## src/inc/reset_seq_pkg.sv

```systemverilog
// Summary of operation
// - illegal-op and trap flags set; power-on clears
// - config mismatch reset sets bit 9
// - pin reset sets bit 7
// - watchdog expiry sets bit 4; power-save clears
// - idle entry sets bit 2 until cleared
// - flag writes only store, never reset
// - switching on: power/brownout use initial, else current
// - switching off: always initial oscillator field
// - system reset held until delays expire
// - oscillator waits run alongside reset delay
// - clock monitor starts after release plus delay
// - delay chain depends on reset kind
// - power-on delay is 10 us
// - start-up: regulator 10 us, else 64 ms
// - crystal waits 1024 oscillator periods, then lock if PLL
// - PLL lock wait 2 ms after power/brownout
// - monitor delay only crystal/PLL after power/brownout
// - fuse bit one forces watchdog enabled
// - power-on sets brownout and power flags only
package reset_seq_pkg;
    localparam int unsigned CLK_PERIOD_NS = 10;
    localparam int unsigned POR_DELAY_NS  = 10000;
    localparam int unsigned REG_DELAY_NS  = 10000;
    localparam int unsigned POWER_UP_TIMER_DELAY_MS = 64;
    localparam int unsigned PLL_LOCK_MS   = 2;
    localparam int unsigned FAIL_SAFE_MONITOR_DELAY_US = 100;
    localparam int unsigned POR_DELAY_CYC = (POR_DELAY_NS + CLK_PERIOD_NS - 1) / CLK_PERIOD_NS;
    localparam int unsigned REG_DELAY_CYC = (REG_DELAY_NS + CLK_PERIOD_NS - 1) / CLK_PERIOD_NS;
    localparam int unsigned POWER_UP_TIMER_DELAY_CYC = POWER_UP_TIMER_DELAY_MS * 1000000 / CLK_PERIOD_NS;
    localparam int unsigned PLL_LOCK_CYC   = PLL_LOCK_MS * 1000000 / CLK_PERIOD_NS;
    localparam int unsigned FAIL_SAFE_MONITOR_DELAY_CYC = FAIL_SAFE_MONITOR_DELAY_US * 1000 / CLK_PERIOD_NS;
    localparam int unsigned INT_RESET_CYC  = 8;
    localparam int unsigned TIMER_W        = 24;
    localparam int unsigned OST_W          = 10;
    localparam logic [OST_W-1:0] OST_LAST  = 10'h3FF;

    localparam int unsigned ADDR_W      = 4;
    localparam logic [3:0]  STATUS_OFS  = 4'h0;
    localparam logic [3:0]  OSC_CTL_OFS = 4'h4;

    localparam int unsigned TRAP_BIT     = 15;
    localparam int unsigned ILLEGAL_BIT  = 14;
    localparam int unsigned CM_BIT       = 9;
    localparam int unsigned PIN_BIT      = 7;
    localparam int unsigned SWR_BIT      = 6;
    localparam int unsigned SOFT_WDT_BIT = 5;
    localparam int unsigned WATCHDOG_TIMEOUT_FLAG_BIT     = 4;
    localparam int unsigned SLEEP_BIT    = 3;
    localparam int unsigned IDLE_BIT     = 2;
    localparam int unsigned BOR_BIT      = 1;
    localparam logic [15:0] STATUS_MASK  = 16'hC3FF;
    localparam logic [15:0] STATUS_RST   = 16'h0003;
    localparam logic [15:0] OSC_CTL_MASK = 16'h7000;
    localparam logic [15:0] OSC_CTL_RST  = 16'h0000;

    localparam int unsigned OSC_CUR_LSB  = 12;
    localparam int unsigned OSC_INIT_LSB = 8;
    localparam int unsigned PRI_MODE_LSB = 0;
    localparam logic [2:0]  OSC_FRC      = 3'h0;
    localparam logic [2:0]  OSC_FRC_PLL  = 3'h1;
    localparam logic [2:0]  OSC_PRI      = 3'h2;
    localparam logic [2:0]  OSC_PRI_PLL  = 3'h3;
    localparam logic [2:0]  OSC_SEC      = 3'h4;
    localparam logic [1:0]  PRI_EXT_CLK  = 2'h0;

    typedef enum logic [3:0] {
        SYS_POR    = 4'h1,
        SYS_START  = 4'h2,
        SYS_INTRST = 4'h4,
        SYS_RUN    = 4'h8
    } sys_state_t;
    typedef enum logic [2:0] {
        CK_OST   = 3'h1,
        CK_LOCK  = 3'h2,
        CK_READY = 3'h4
    } clk_state_t;
endpackage

```

## src/inc/delay_timer_if.sv

```systemverilog
`timescale 1ns/1ps
`default_nettype none
interface delay_timer_if;
    logic                               load;
    logic [reset_seq_pkg::TIMER_W-1:0]  len;
    logic                               done;
    logic                               busy;
    modport timer (input load, input len, output done, output busy);
    modport ctrl  (output load, output len, input done, input busy);
endinterface
`default_nettype wire

```

## src/rtl/reset_cause_and_delay_sequencer.sv

```systemverilog
// The Avalon-MM interface to the registers and the placing of the registers are this design's own decisions.
`timescale 1ns/1ps
`default_nettype none
module reset_cause_and_delay_sequencer #(
    parameter int unsigned POWER_UP_TIMER_CYC  = reset_seq_pkg::POWER_UP_TIMER_DELAY_CYC,
    parameter int unsigned LOCK_CYC  = reset_seq_pkg::PLL_LOCK_CYC,
    parameter int unsigned FAIL_SAFE_MONITOR_CYC  = reset_seq_pkg::FAIL_SAFE_MONITOR_DELAY_CYC,
    parameter int unsigned TRST_CYC  = reset_seq_pkg::INT_RESET_CYC
) (
    input  wire logic                              clk_i,
    input  wire logic                              rst_b_i,
    input  wire logic [reset_seq_pkg::ADDR_W-1:0]  avs_address_i,
    input  wire logic                              avs_read_i,
    input  wire logic                              avs_write_i,
    input  wire logic [31:0]                       avs_writedata_i,
    output logic      [31:0]                       avs_readdata_o,
    output logic                                   avs_waitrequest_o,
    input  wire logic                              brownout_i,
    input  wire logic                              master_clear_pin_b_i,
    input  wire logic                              osc_clk_i,
    input  wire logic                              watchdog_expire_i,
    input  wire logic                              reset_instr_i,
    input  wire logic                              illegal_op_i,
    input  wire logic                              trap_conflict_i,
    input  wire logic                              config_mismatch_i,
    input  wire logic                              power_save_instruction_i,
    input  wire logic                              power_save_idle_i,
    input  wire logic [15:0]                       config_word_two_i,
    input  wire logic                              clock_switch_en_i,
    input  wire logic                              regulator_enable_i,
    input  wire logic                              watchdog_fuse_enable_i,
    output logic                                   system_reset_o,
    output logic                                   clock_release_o,
    output logic                                   cpu_run_o,
    output logic                                   fail_safe_monitor_o,
    output logic      [2:0]                        osc_select_o,
    output logic                                   watchdog_enable_o
);
    import reset_seq_pkg::*;

    // ---------------- pin synchronisers ----------------
    logic [2:0] bor_s_r, master_clear_pin_s_r, osc_s_r;
    logic       bor_q_r, master_clear_pin_q_r, osc_q_r;
    logic       bor_now, master_clear_pin_now, osc_now;
    logic       bor_evt, pin_evt, osc_rise;

    // a level only counts once the second and third stages agree
    always_comb begin
        bor_now  = (bor_s_r[1] == bor_s_r[2]) ? bor_s_r[2] : bor_q_r;
        master_clear_pin_now = (master_clear_pin_s_r[1] == master_clear_pin_s_r[2]) ? master_clear_pin_s_r[2] : master_clear_pin_q_r;
        osc_now  = (osc_s_r[1] == osc_s_r[2]) ? osc_s_r[2] : osc_q_r;
        bor_evt  = bor_now & ~bor_q_r;
        pin_evt  = master_clear_pin_q_r & ~master_clear_pin_now;
        osc_rise = osc_now & ~osc_q_r;
    end

    always_ff @(posedge clk_i) begin
        if (!rst_b_i) begin
            bor_s_r  <= 3'h0;
            master_clear_pin_s_r <= 3'h7;
            osc_s_r  <= 3'h0;
            bor_q_r  <= 1'b0;
            master_clear_pin_q_r <= 1'b1;
            osc_q_r  <= 1'b0;
        end else begin
            bor_s_r  <= {bor_s_r[1:0], brownout_i};
            master_clear_pin_s_r <= {master_clear_pin_s_r[1:0], master_clear_pin_b_i};
            osc_s_r  <= {osc_s_r[1:0], osc_clk_i};
            bor_q_r  <= bor_now;
            master_clear_pin_q_r <= master_clear_pin_now;
            osc_q_r  <= osc_now;
        end
    end

    // ---------------- reset events ----------------
    logic [15:0] status_r, status_nxt;
    logic [15:0] osc_ctl_r, osc_ctl_nxt;
    logic       restart_r;
    logic       start;
    logic       hard_kind;
    logic       other_evt;
    logic [2:0] init_osc;
    logic [2:0] sel_osc;
    logic       pri_crystal;
    logic       sel_xtal, sel_pll;

    // restart_r stands for the power-on reset, caught after release
    always_comb begin
        other_evt   = pin_evt | watchdog_expire_i | reset_instr_i | illegal_op_i
                    | trap_conflict_i | config_mismatch_i;
        start       = restart_r | bor_evt | other_evt;
        hard_kind   = restart_r | bor_evt;
        init_osc    = config_word_two_i[OSC_INIT_LSB +: 3];
        pri_crystal = (config_word_two_i[PRI_MODE_LSB +: 2] != PRI_EXT_CLK);
        sel_osc     = (clock_switch_en_i && !hard_kind) ? osc_ctl_r[OSC_CUR_LSB +: 3]
                                                         : init_osc;
        sel_xtal    = ((sel_osc == OSC_PRI || sel_osc == OSC_PRI_PLL) && pri_crystal)
                    || (sel_osc == OSC_SEC);
        sel_pll     = (sel_osc == OSC_PRI_PLL) || (sel_osc == OSC_FRC_PLL);
    end

    // ---------------- register bus ----------------
    logic        wait_r, wait_nxt;
    logic [31:0] rdata_r, rdata_nxt;
    logic        bus_take;
    logic        wr_status, wr_osc;

    // one wait state: answer prepared on the first cycle, taken on the second
    always_comb begin
        bus_take  = (avs_read_i | avs_write_i) & ~wait_r;
        wr_status = bus_take & avs_write_i & (avs_address_i == STATUS_OFS);
        wr_osc    = bus_take & avs_write_i & (avs_address_i == OSC_CTL_OFS);
        wait_nxt  = ~((avs_read_i | avs_write_i) & wait_r);
        rdata_nxt = rdata_r;
        if ((avs_read_i | avs_write_i) && wait_r) begin
            case (avs_address_i)
                STATUS_OFS:  rdata_nxt = {16'h0000, status_r};
                OSC_CTL_OFS: rdata_nxt = {16'h0000, osc_ctl_r};
                default:     rdata_nxt = 32'h0000_0000;
            endcase
        end
    end

    // flags: software writes first, hardware sets last so a set wins
    always_comb begin
        status_nxt  = status_r;
        osc_ctl_nxt = osc_ctl_r;
        if (wr_status) begin
            status_nxt = avs_writedata_i[15:0] & STATUS_MASK;
        end
        if (wr_osc) begin
            osc_ctl_nxt = avs_writedata_i[15:0] & OSC_CTL_MASK;
        end
        if (start) begin
            osc_ctl_nxt[OSC_CUR_LSB +: 3] = sel_osc;
        end
        if (power_save_instruction_i) begin
            status_nxt[WATCHDOG_TIMEOUT_FLAG_BIT] = 1'b0;
            if (power_save_idle_i) begin
                status_nxt[IDLE_BIT] = 1'b1;
            end else begin
                status_nxt[SLEEP_BIT] = 1'b1;
            end
        end
        if (bor_evt)           status_nxt[BOR_BIT]     = 1'b1;
        if (pin_evt)           status_nxt[PIN_BIT]     = 1'b1;
        if (watchdog_expire_i) status_nxt[WATCHDOG_TIMEOUT_FLAG_BIT]    = 1'b1;
        if (reset_instr_i)     status_nxt[SWR_BIT]     = 1'b1;
        if (illegal_op_i)      status_nxt[ILLEGAL_BIT] = 1'b1;
        if (trap_conflict_i)   status_nxt[TRAP_BIT]    = 1'b1;
        if (config_mismatch_i) status_nxt[CM_BIT]      = 1'b1;
    end

    always_ff @(posedge clk_i) begin
        if (!rst_b_i) begin
            status_r  <= STATUS_RST;
            osc_ctl_r <= OSC_CTL_RST;
            wait_r    <= 1'b1;
            rdata_r   <= 32'h0000_0000;
        end else begin
            status_r  <= status_nxt;
            osc_ctl_r <= osc_ctl_nxt;
            wait_r    <= wait_nxt;
            rdata_r   <= rdata_nxt;
        end
    end

    // ---------------- delay timers ----------------
    delay_timer_if sys_t ();
    delay_timer_if lock_t ();
    delay_timer_if fail_safe_monitor_t ();

    delay_timer u_sys_timer (.clk_i(clk_i), .rst_b_i(rst_b_i), .tif(sys_t.timer));
    delay_timer u_lock_timer (.clk_i(clk_i), .rst_b_i(rst_b_i), .tif(lock_t.timer));
    delay_timer u_fail_safe_monitor_timer (.clk_i(clk_i), .rst_b_i(rst_b_i), .tif(fail_safe_monitor_t.timer));

    // ---------------- system reset sequence ----------------
    sys_state_t          sys_r, sys_nxt;
    logic [TIMER_W-1:0]  startup_len;
    logic                sys_release;

    always_comb begin
        startup_len = regulator_enable_i ? TIMER_W'(REG_DELAY_CYC) : TIMER_W'(POWER_UP_TIMER_CYC);
        sys_nxt     = sys_r;
        sys_t.load  = 1'b0;
        sys_t.len   = '0;
        if (start) begin
            sys_t.load = 1'b1;
            if (restart_r) begin
                sys_nxt   = SYS_POR;
                sys_t.len = TIMER_W'(POR_DELAY_CYC);
            end else if (bor_evt) begin
                sys_nxt   = SYS_START;
                sys_t.len = startup_len;
            end else begin
                sys_nxt   = SYS_INTRST;
                sys_t.len = TIMER_W'(TRST_CYC);
            end
        end else begin
            case (sys_r)
                SYS_POR: begin
                    if (sys_t.done) begin
                        sys_nxt    = SYS_START;
                        sys_t.load = 1'b1;
                        sys_t.len  = startup_len;
                    end
                end
                SYS_START: begin
                    if (sys_t.done) begin
                        sys_nxt    = SYS_INTRST;
                        sys_t.load = 1'b1;
                        sys_t.len  = TIMER_W'(TRST_CYC);
                    end
                end
                SYS_INTRST: begin
                    // a pin still held low keeps the internal reset running
                    if (!master_clear_pin_q_r) begin
                        sys_t.load = 1'b1;
                        sys_t.len  = TIMER_W'(TRST_CYC);
                    end else if (sys_t.done) begin
                        sys_nxt = SYS_RUN;
                    end
                end
                SYS_RUN: sys_nxt = SYS_RUN;
                default: sys_nxt = SYS_POR;
            endcase
        end
        sys_release = (sys_r == SYS_INTRST) && (sys_nxt == SYS_RUN);
    end

    // ---------------- clock release sequence ----------------
    clk_state_t      clk_r, clk_nxt;
    logic [OST_W-1:0] ost_r, ost_nxt;
    logic            pll_r, pll_nxt;
    logic            fail_safe_monitor_need_r, fail_safe_monitor_need_nxt;

    // runs beside the reset delay, not after it
    always_comb begin
        clk_nxt       = clk_r;
        ost_nxt       = ost_r;
        pll_nxt       = pll_r;
        fail_safe_monitor_need_nxt = fail_safe_monitor_need_r;
        lock_t.load   = 1'b0;
        lock_t.len    = '0;
        if (start) begin
            pll_nxt       = sel_pll;
            ost_nxt       = '0;
            fail_safe_monitor_need_nxt = hard_kind && (sel_xtal || sel_pll);
            lock_t.load   = 1'b1;
            if (!hard_kind) begin
                clk_nxt = CK_READY;
            end else if (sel_xtal) begin
                clk_nxt = CK_OST;
            end else if (sel_pll) begin
                clk_nxt    = CK_LOCK;
                lock_t.len = TIMER_W'(LOCK_CYC);
            end else begin
                clk_nxt = CK_READY;
            end
        end else begin
            case (clk_r)
                CK_OST: begin
                    if (osc_rise) begin
                        ost_nxt = ost_r + 1'b1;
                        if (ost_r == OST_LAST) begin
                            if (pll_r) begin
                                clk_nxt     = CK_LOCK;
                                lock_t.load = 1'b1;
                                lock_t.len  = TIMER_W'(LOCK_CYC);
                            end else begin
                                clk_nxt = CK_READY;
                            end
                        end
                    end
                end
                CK_LOCK:  if (lock_t.done) clk_nxt = CK_READY;
                CK_READY: clk_nxt = CK_READY;
                default:  clk_nxt = CK_READY;
            endcase
        end
    end

    // ---------------- fail-safe monitor start ----------------
    logic mon_r, mon_nxt;

    always_comb begin
        mon_nxt     = mon_r;
        fail_safe_monitor_t.load = 1'b0;
        fail_safe_monitor_t.len  = '0;
        if (start) begin
            mon_nxt     = 1'b0;
            fail_safe_monitor_t.load = 1'b1;
        end else if (sys_release) begin
            if (fail_safe_monitor_need_r) begin
                fail_safe_monitor_t.load = 1'b1;
                fail_safe_monitor_t.len  = TIMER_W'(FAIL_SAFE_MONITOR_CYC);
            end else begin
                mon_nxt = 1'b1;
            end
        end else if (fail_safe_monitor_t.done && sys_r == SYS_RUN) begin
            mon_nxt = 1'b1;
        end
    end

    always_ff @(posedge clk_i) begin
        if (!rst_b_i) begin
            restart_r         <= 1'b1;
            sys_r             <= SYS_POR;
            clk_r             <= CK_READY;
            ost_r             <= '0;
            pll_r             <= 1'b0;
            fail_safe_monitor_need_r       <= 1'b0;
            mon_r             <= 1'b0;
            system_reset_o    <= 1'b1;
            clock_release_o   <= 1'b0;
            cpu_run_o         <= 1'b0;
            osc_select_o      <= OSC_FRC;
            watchdog_enable_o <= 1'b1;
        end else begin
            restart_r         <= 1'b0;
            sys_r             <= sys_nxt;
            clk_r             <= clk_nxt;
            ost_r             <= ost_nxt;
            pll_r             <= pll_nxt;
            fail_safe_monitor_need_r       <= fail_safe_monitor_need_nxt;
            mon_r             <= mon_nxt;
            system_reset_o    <= (sys_nxt != SYS_RUN);
            clock_release_o   <= (clk_nxt == CK_READY);
            cpu_run_o         <= (sys_nxt == SYS_RUN) && (clk_nxt == CK_READY);
            osc_select_o      <= start ? sel_osc : osc_select_o;
            watchdog_enable_o <= watchdog_fuse_enable_i | status_nxt[SOFT_WDT_BIT];
        end
    end

    assign avs_readdata_o      = rdata_r;
    assign avs_waitrequest_o   = wait_r;
    assign fail_safe_monitor_o = mon_r;
endmodule
`default_nettype wire

```

## src/rtl/delay_timer.sv

```systemverilog
`timescale 1ns/1ps
`default_nettype none
module delay_timer (
    input  wire logic   clk_i,
    input  wire logic   rst_b_i,
    delay_timer_if.timer tif
);
    import reset_seq_pkg::*;
    logic [TIMER_W-1:0] count_r;
    logic [TIMER_W-1:0] count_nxt;
    logic               done_r;
    logic               done_nxt;

    // a load of zero cancels a running count without a done pulse
    always_comb begin
        count_nxt = count_r;
        done_nxt  = 1'b0;
        if (tif.load) begin
            count_nxt = tif.len;
        end else if (count_r != '0) begin
            count_nxt = count_r - 1'b1;
            done_nxt  = (count_r == TIMER_W'(1));
        end
    end

    always_ff @(posedge clk_i) begin
        if (!rst_b_i) begin
            count_r <= '0;
            done_r  <= 1'b0;
        end else begin
            count_r <= count_nxt;
            done_r  <= done_nxt;
        end
    end

    assign tif.done = done_r;
    assign tif.busy = (count_r != '0);
endmodule
`default_nettype wire

```

## config.mk

```make
export PLATFORM = sky130hd
export DESIGN_NAME = reset_cause_and_delay_sequencer
export DESIGN_NICKNAME = d
export VERILOG_FILES = /design/src/inc/reset_seq_pkg.sv /design/src/inc/delay_timer_if.sv /design/src/rtl/reset_cause_and_delay_sequencer.sv /design/src/rtl/delay_timer.sv
export SDC_FILE = /design/constraint.sdc
export NUM_CORES = 1
export LEC_CHECK = 0
export BUFFER_PORTS_ARGS = -buffer_cell sky130_fd_sc_hd__clkbuf_2
export CAP_MARGIN = 10
export CORE_AREA = 10 10 94 158
export CTS_BUF_LIST = sky130_fd_sc_hd__clkbuf_8
export DETAILED_ROUTE_END_ITERATION = 8
export DIE_AREA = 0 0 104 168
export HOLD_SLACK_MARGIN = 0.05
export PLACE_DENSITY = 0.77
export SETUP_SLACK_MARGIN = 0.15
export SLEW_MARGIN = 20
export SYNTH_ARGS = -nofsm -noshare
export SYNTH_HDL_FRONTEND = slang
export SYNTH_SLANG_ARGS = --single-unit
```

## constraint.sdc

```tcl
create_clock -name clk_i -period 4 [get_ports clk_i]
set_input_delay 0.2 -clock clk_i [delete_from_list [all_inputs] [get_ports clk_i]]
set_output_delay 0.2 -clock clk_i [all_outputs]
set_load 0.01 [all_outputs]
```

== Word level (Yosys, flattened, before mapping) ==
Cells that the tools add are included.

* Register bits: 163
* Input port bits: 69
* Output and inout port bits: 41
* Logic and storage cells: 199

* Add/subtract/negate cells: 4
* Eq/ne operators: 22
* Multiplexer cells: 75
* Bitwise operators: 26
* Reduce and logical (&&, ||, !) cells: 36

{| class="wikitable"
|+ Operators by type and width
! operator !! number
|-
| $mux W24 || 9
|-
| $mux W18 || 7
|-
| $mux W23 || 4
|-
| $eq A24 B1 Y1 const B || 3
|-
| $reduce_bool A24 Y1 || 3
|-
| $sub A24 B1 Y24 const B || 3
|-
| $pmux W23 S3 || 1
|-
| $mux W3 || 13
|-
| $pmux W16 S2 || 1
|-
| $mux W14 || 2
|-
| $mux W4 || 7
|-
| $mux W1 || 26
|-
| $reduce_bool A2 Y1 || 11
|-
| $mux W16 || 1
|-
| $pmux W4 S4 || 1
|-
| $mux W15 || 1
|-
| $add A10 B1 Y10 const B || 1
|-
| $eq A10 B10 Y1 const B || 1
|-
| $eq A3 B2 Y1 const B || 3
|-
| $not A1 Y1 || 9
|-
| $or A1 B1 Y1 || 9
|-
| $reduce_or A3 Y1 || 3
|-
| $and A1 B1 Y1 || 8
|-
| $eq A4 B3 Y1 const B || 2
|-
| other kinds (17) || 34
|}

== Logic depth before layout (Yosys ltp) ==
Gate-level depths: netlist (run 1).

* Depth after elaboration: 16
* Gate-level depth with buffers: 9
* Gate-level depth less buffers: 8

== By module ==
Synthesis (run 1) repeated with hierarchy kept, for this count alone.

* Cells, all modules: 826
* Area total of the unflattened synthesis: 7056.8 sq um

{| class="wikitable"
|+ Modules (own cells, without submodules)
! module !! times used !! cells an instance !! area each (sq um) !! seq. area each (sq um)
|-
| delay_timer || 3 || 164 || 1355.0 || 500.5
|-
| reset_cause_and_delay_sequencer || 1 || 334 || 2991.6 || 1401.3
|}

== Worst setup path after synthesis (run 1) ==
Ideal clock, no wire load.

* Kind: reg2reg
* From: reg u_fail_safe_monitor_timer.count_r[16]
* To: reg u_fail_safe_monitor_timer.count_r[5]
* Library setup time: 0.128 ns
* Data arrival time: 2.380 ns
* Data required time: 3.872 ns
* Slack: 1.493 ns
* Stages on the path, launching flop included: 8
* Buffers on the path: 1
* Period minus slack after synthesis: 2.507 ns
* Path through: dfxtp_1 or4_4 or4b_4 or4b_4 buf_6 nand4b_1 xor2_1 nor2_1

* Longest elaborated chain between the ends: 2

{| class="wikitable"
|+ Ends and longest elaborated chain
! element !! RTL line !! RTL
|-
| start: declaration || delay_timer.sv:9 || <nowiki>logic [TIMER_W-1:0] count_r;</nowiki>
|-
| start signal: assignment || delay_timer.sv:31 || <nowiki>count_r <= count_nxt;</nowiki>
|-
| $reduce_bool A24 Y1 || n/a ||
|-
| $reduce_bool A2 Y1 (no line) || n/a ||
|}

Every way passes these cells.
A chain may end at the register's enable or synchronous reset.

== Worst setup path after layout (run 1) ==
* From: reg u_sys_timer.count_r[10]
* To: reg u_sys_timer.count_r[20]

* Longest elaborated chain between the ends: 3
* Elaborated cells on any way between the ends: 5
* Classes of those cells: add/sub: 1; mux: 2; reduce/logical: 2

{| class="wikitable"
|+ Ends and longest elaborated chain
! element !! RTL line !! RTL
|-
| start: declaration || delay_timer.sv:9 ||
|-
| start signal: assignment || delay_timer.sv:31 ||
|-
| $sub A24 B1 Y24 || delay_timer.sv:21 || <nowiki>count_nxt = count_r - 1'b1;</nowiki>
|-
| $mux W24 || delay_timer.sv:20 || <nowiki>end else if (count_r != '0) begin</nowiki>
|-
| $mux W24 || delay_timer.sv:18 || <nowiki>if (tif.load) begin</nowiki>
|}

Parallel ways exist; a longest one is shown, timed or not. The select of a mux whose other input is x is not followed.

==> run summary, run 1 <==
die height: 168 um
site row count: 54
Final Max Slew Viols: 0
Worst path top cell family by delay: simple AND/OR/NAND/NOR gates
Die Footprint: 17500 sq um
critical setup path kind: flop to flop
simple-gate area share of the yosys netlist: 27.3%
final cell count without fillers: 1035
outcome: finished, final reports clean
main combinational cell family by area after synthesis: simple AND/OR/NAND/NOR gates
RSZ-0062 raised after global routing: no
Worst EP required: 4.33 ns
drt total wl: 15.1 mm
Synth Area in Compound Gates: 12.4%
post-CTS repair timing setup buffer count: 0
max incr delay on CP: 0.61 ns
Tcrit/Tclk final: 68.0%
HPWL after DPL: 10.7 mm
deepest clock path buffer count: 2
Synth Instances: 771
GR Util All Layers: 17.4%
die width: 104 um
Yosys reg bits: 145
max_slew headroom: 36.9%
Yosys cell types: 61
area grow syn2layout: 15.7%
via count: 5680
worst hold slack: 0.0568 ns
xor and xnor area share after synthesis: 7.70%
starting density of the core: 53.6%
CTS tree: built
most common cell after layout, fill and taps aside: dfxtp_1
Hold Path Stages: 3
number of H-tree levels: 4
Pre-antenna DRT Iters: 4
Fmax: 368 MHz
post-cts resize count: 0
clk sinks: 145
max cap viols: 0
Yosys top cell by area: dfxtp_1
ANT cells: 0
fin crit period: 2.72 ns
Leakage: 0.00310 uW
post-synthesis mux area share: 2.62%
fraction of the mapped netlist area in adder cells: 1.33%
number of global-route vias before repair: 5487
Crit. End Element: flop
Final Hold Viols: 0
fillers: 1091
synth warn: 0
global-route wire length before repair: 25.9 mm
worst-path fanout max: 10
Least-Margin Pin Slew: 0.945 ns
Levels on crit path: 7
peak supply drop: 0.197 mV
Synth Flop Type: dfxtp_1
TritonCTS buffer count: 17
clk_skew: 0.0126 ns
Core Area: 12300 sq um
Worst setup SP type: flop
Overflow after GRT: 0
Iter 0 DRT Violations: 275
Yosys top cell area share: 44.0%
CP cell instances: or4_1 > or4_1 > nor3_1 > buf_4 > a2111oi_0 > xnor2_1 > nor2_1
Async SR Flop Fraction: 0%
Tightest Hold Check Type: input port to flop
Finish-stage setup viols: 0
Clock Latency Late Sink: 0.45 ns
CTS Root Cell: clkbuf_8
dpl cells: 979
layout cell share with drive strength beyond 1: 13.7%
Pwr Total: 2850 uW
CP dominant cell by count: or4_1
post-synthesis sequential area ratio: 44.0%
Power per Cell Area: 373 nW/um^2
DRC Markers: 0
Reg2Reg Depth: 7
most area-consuming cells after synthesis: dfxtp_1 44%, nor2_1 6.7%, xnor2_1 4.1%
wire per inst: 14.6 um
Post-Syn Area: 6600 sq um
largest net degree at the start of global routing: 39
vias per cell: 5.49
Slowest cell on crit path: or4_1
Data arrival, critical path: 3.05 ns
IO Pins: 110
number of flops mapped to enable cells by yosys: 0
setup TNS: 0 ns
gp weighted congestion: 0.842
port buffer count: 62
clk slew on worst S/H paths: 0.09 ns
WP buf/inv: 1
Antenna Violating Nets Remaining: 0
final-stage net count: 930
commonest non-fill, non-tap cells in the layout: 145 x dfxtp_1, 118 x nor2_1, 62 x clkbuf_2
initial antenna violation count: 0
syn avg cell area: 8.55 sq um
synth_stat cells (all sizes together) (6+ instances only):
cell      n
dfxtp   145
xnor2    31
mux2i    15
nor3     36
and2      6
inv      15
nand3b    9
ha        7
or4      13
buf      21
clkbuf   24
a211oi   10
nand2    54
o21ai    31
xor2     27
nor4     21
nor2    118
nand3    18
nor2b    11
a21oi    51
a22oi    13
nand2b   10
nand4     7
and3      7
or3      15
metal layers:
| metal | up-vias | global-route usage [%] | part of all wire [%] | wire length (um) |
|---|---|---|---|---|
| li1 | 2859 | - | - | - |
| met1 | 2654 | 19.3 | 42 | 6320 |
| met2 | 148 | 31.6 | 52 | 7940 |
| met3 | 19 | 3.78 | 4.4 | 662 |
| met4 | 0 | 6.32 | 1.4 | 206 |
| met5 | - | 0 | 0 | 0 |
report_power, final:
part | internal (uW) | total (uW) | switching [uW]
combinational | 107 | 243 | 136
clock | 510 | 1110 | 603
sequential | 1470 | 1490 | 22.5
total | 2090 | 2850 | 762
cells by family after synthesis:
logic type / count (synthesis)
XOR/XNOR: 58
AO/OA/AOI/OAI: 135
other: 1
flip-flops: 145
buffers and inverters: 60
AND/OR/NAND/NOR: 348
adder cells (fa/ha/maj): 7
multiplexers: 17
registers in the layout, summed over array words and instances, names as in the netlist, 4 cells and up:
register and count:
status_r 12, avs_readdata_o 14, u_fail_safe_monitor_timer.count_r 24, sys_r 4, ost_r 10, u_sys_timer.count_r 24, u_lock_timer.count_r 24
worst paths after layout:
kind,from,endpoint,slack (ns)
worst max register to register,u_sys_timer.count_r[10],u_sys_timer.count_r[20],1.28
worst min-delay path,avs_writedata_i[2],status_r[2],0.06
worst max-delay path,u_sys_timer.count_r[10],u_sys_timer.count_r[20],1.28
worst min register to register,master_clear_pin_s_r[0],master_clear_pin_s_r[1],0.42
what timing repair did:
item	CTS	global route
endpoints found under the hold margin	16	0
endpoints found under the setup margin	0	0
hold buffers	23	0
through the flow:
stage	setup slack, ns	instance area (sq um)	utilization (%)
4_1_cts	1.26	7620	61.9
6_report	1.28	7630	62.0
2_1_floorplan	1.49	6660	-
3_3_place_gp	1.30	7000	56.9
5_1_grt	1.04	7630	62.0
3_5_place_dp	1.30	7000	56.9
layout make-up:
class,instances,area (sq um),area share [%]
clock buffers,17,234,3.07
clock inverters,15,150,1.97
inverters,15,56.3,0.738
multi-input cells,583,3480,45.6
flip-flops and latches,145,2900,38.1
well taps,168,210,2.76
repair buffers,92,597,7.82
worst min-delay path: stages:
cell and delay (ns):
clkbuf_2 0.08, mux2i_1 0.06, a21oi_1 0.13
(Power assumes the default switching activity.)
==> inputs of run 2 (changes only) <==
Clock period 4 ns to 2.8 ns, I/O delays scaled along.
==> run summary, run 2 (synthesis results as in run 1) <==
CTS tree: built
switch share: 24.2% (-2.6 points)
fillers: 1045 (-4.2%)
outcome: finished, final reports clean
Pre-antenna DRT Iters: 5 (+1)
Power per Cell Area: 541 nW/um^2 (+45%)
final-stage net count: 951 (+2.3%)
CP cell instances: or4_4 > or4b_4 > or4b_4 > a21boi_1 > a21oi_1
Pwr Total: 4260 uW (+50%)
post-layout util: 64.0% (+2.0 points)
clk sinks: 145 (unchanged)
max cap viols: 0 (unchanged)
biggest regs: u_fail_safe_monitor_timer.count_r: 24 flops, u_lock_timer.count_r: 24 flops, u_sys_timer.count_r: 24 flops
Iter 0 DRT Violations: 294 (+6.9%)
CTS Root Cell: clkbuf_8
Finish-stage setup viols: 0 (unchanged)
vias per cell: 5.50 (+0.15%)
initial antenna violation count: 0 (unchanged)
Data arrival, critical path: 2.92 ns (-0.13 ns)
drt total wl: 15.5 mm (+2.6%)
Hold Path End: avs_readdata_o[13]
die height: 168 um (unchanged)
Seq pwr share: 50.0% (-2.4 points)
starting density of the core: 53.6% (unchanged)
largest net degree at the start of global routing: 30 (-23%)
peak supply drop: 0.305 mV (+55%)
most common cell after layout, fill and taps aside: dfxtp_1
Final Worst Setup Slack: 0.254 ns (-1.03 ns)
Antenna Violating Nets Remaining: 0 (unchanged)
via count: 5804 (+2.2%)
die width: 104 um (unchanged)
commonest non-fill, non-tap cells in the layout: 145 x dfxtp_1, 118 x nor2_1, 62 x clkbuf_2
clk slew on worst S/H paths: 0.08 ns (about the same)
number of global-route vias before repair: 5625 (+2.5%)
DRC Markers: 0 (unchanged)
Overflow after GRT: 0 (unchanged)
Tightest Hold Check Type: input port to flop
Psw: 1030 uW (+35%)
IO Pins: 110 (unchanged)
worst hold start: avs_address_i[2]
layout cell share with drive strength beyond 1: 15.3% (+1.6 points)
deepest clock path buffer count: 2 (unchanged)
max_slew headroom: 37.2% (+0.35 points)
clock power share: 41.3% (+2.2 points)
reg2reg end: u_fail_safe_monitor_timer.count_r[13]
post-CTS repair timing setup buffer count: 0 (unchanged)
Leakage: 0.00323 uW (+4.2%)
Logic pwr share: 8.7% (+0.2 points)
met2 Resource Use GR: 33.2% (+1.6 points)
number of H-tree levels: 4 (unchanged)
HPWL after DPL: 10.8 mm (+1.5%)
WP buf/inv: 0 (-1)
global-route wire length before repair: 26.6 mm (+2.8%)
clk_skew: 0.0112 ns (-0.00136 ns)
CP dominant cell by count: or4b_4
Worst path top cell family by delay: simple AND/OR/NAND/NOR gates
Clock Latency Late Sink: 0.44 ns (about the same)
Tcrit/Tclk final: 90.9% (+23 points)
Fmax: 393 MHz (+6.8%)
Crit. End Element: flop
Reg2Reg Depth: 5 (-2)
worst-path fanout max: 12 (+2)
max incr delay on CP: 0.60 ns (about the same)
port buffer count: 62 (unchanged)
GR Layer Usage met3: 3.75% (-0.038 points)
setup TNS: 0 ns (unchanged)
Worst setup SP type: flop
global route hottest layer: met2
TritonCTS buffer count: 17 (unchanged)
pre-CTS setup slack: 0.191 ns (-1.11 ns)
Least-Margin Pin Slew: 0.940 ns (-0.00520 ns)
Hold Path Stages: 3 (unchanged)
area grow syn2layout: 19.4%
ANT cells: 0 (unchanged)
fin crit period: 2.55 ns (-0.174 ns)
GR Util All Layers: 17.9% (+0.51 points)
gp weighted congestion: 0.851 (+1.1%)
setup slack, reg-to-reg: 0.25 ns (-1.03 ns)
met1 GRT Util: 19.3% (+0.062 points)
Worst EP required: 3.18 ns (-1.15 ns)
Core Area: 12300 sq um (unchanged)
RSZ-0062 raised after global routing: no
Slowest cell on crit path: or4b_4
Final Max Slew Viols: 0 (unchanged)
critical setup path kind: flop to flop
wire per inst: 14.7 um (+0.60%)
RR Startpoint: u_fail_safe_monitor_timer.count_r[16]
Die Footprint: 17500 sq um (unchanged)
Pint: 3230 uW (+55%)
site row count: 54 (unchanged)
Final Hold Viols: 0 (unchanged)
run 2: changes by cell type in the layout (fill, tap and decap cells not counted), moves of 2 or more:
cell / previous run / this run
bufinv_16: 1 / 4
inv_1: 15 / 17
clkinvlp_4: 3 / 6
inv_6: 5 / 0
inv_8: 2 / 0
buf_4: 6 / 22
dlygate4sd3_1: 23 / 29
run 2: what timing repair did:
item                       4_1_cts  5_1_grt
resized for setup                0        8
setup endpoints to repair        0       41
hold buffers                    29        0
hold endpoints to repair        20        0
run 2: how the worst max path moves through the flow:
stage	start	to	slack, ns	cells past startpoint
2_1_floorplan	u_fail_safe_monitor_timer.count_r[16]	u_fail_safe_monitor_timer.count_r[5]	0.29	7
3_3_place_gp	u_fail_safe_monitor_timer.count_r[16]	u_fail_safe_monitor_timer.count_r[4]	0.18	5
3_5_place_dp	u_fail_safe_monitor_timer.count_r[16]	u_fail_safe_monitor_timer.count_r[13]	0.19	5
4_1_cts	u_fail_safe_monitor_timer.count_r[16]	u_fail_safe_monitor_timer.count_r[10]	0.17	5
5_1_grt	ost_r[0]	u_lock_timer.count_r[13]	0.15	8
6_report	u_fail_safe_monitor_timer.count_r[16]	u_fail_safe_monitor_timer.count_r[13]	0.25	5
run 2: area by class of cell:
class / count / area [sq um] / area share [%]
repair buffers: 113 / 766 / 9.73
flip-flops and latches: 145 / 2900 / 36.9
well taps: 168 / 210 / 2.67
multi-input cells: 583 / 3510 / 44.6
clock inverters: 15 / 195 / 2.48
clock buffers: 17 / 234 / 2.97
inverters: 15 / 56.3 / 0.715
run 2: per-stage QoR:
stage	hold slack, ns	instances	instance area, sq um
finish	0.127	1056	7870
global route	0.137	1056	7870
CTS	0.107	1056	7840
detailed placement	0.330	995	7120
global placement	0.330	995	7120
floorplan	0.241	788	6660
run 2: worst register-to-register path: stages (launching register included):
cell	delay (ns)
dfxtp_1	0.35
or4_4	0.56
or4b_4	0.56
or4b_4	0.60
a21boi_1	0.22
a21oi_1	0.19
run 2: power groups by stage:
stage	registers [uW]	logic [uW]	clock network, uW
after floorplan	2170	243	0
after global placement	2180	327	0
after detailed placement	2180	329	0
after CTS	2130	367	1790
after global routing	2140	415	1880
final	2130	373	1760
run 2: layer usage:
metal	part of all wire (%)	wire, um
met1	42	6570
met2	52	8030
met3	4.1	633
met4	1.9	294
met5	0	0
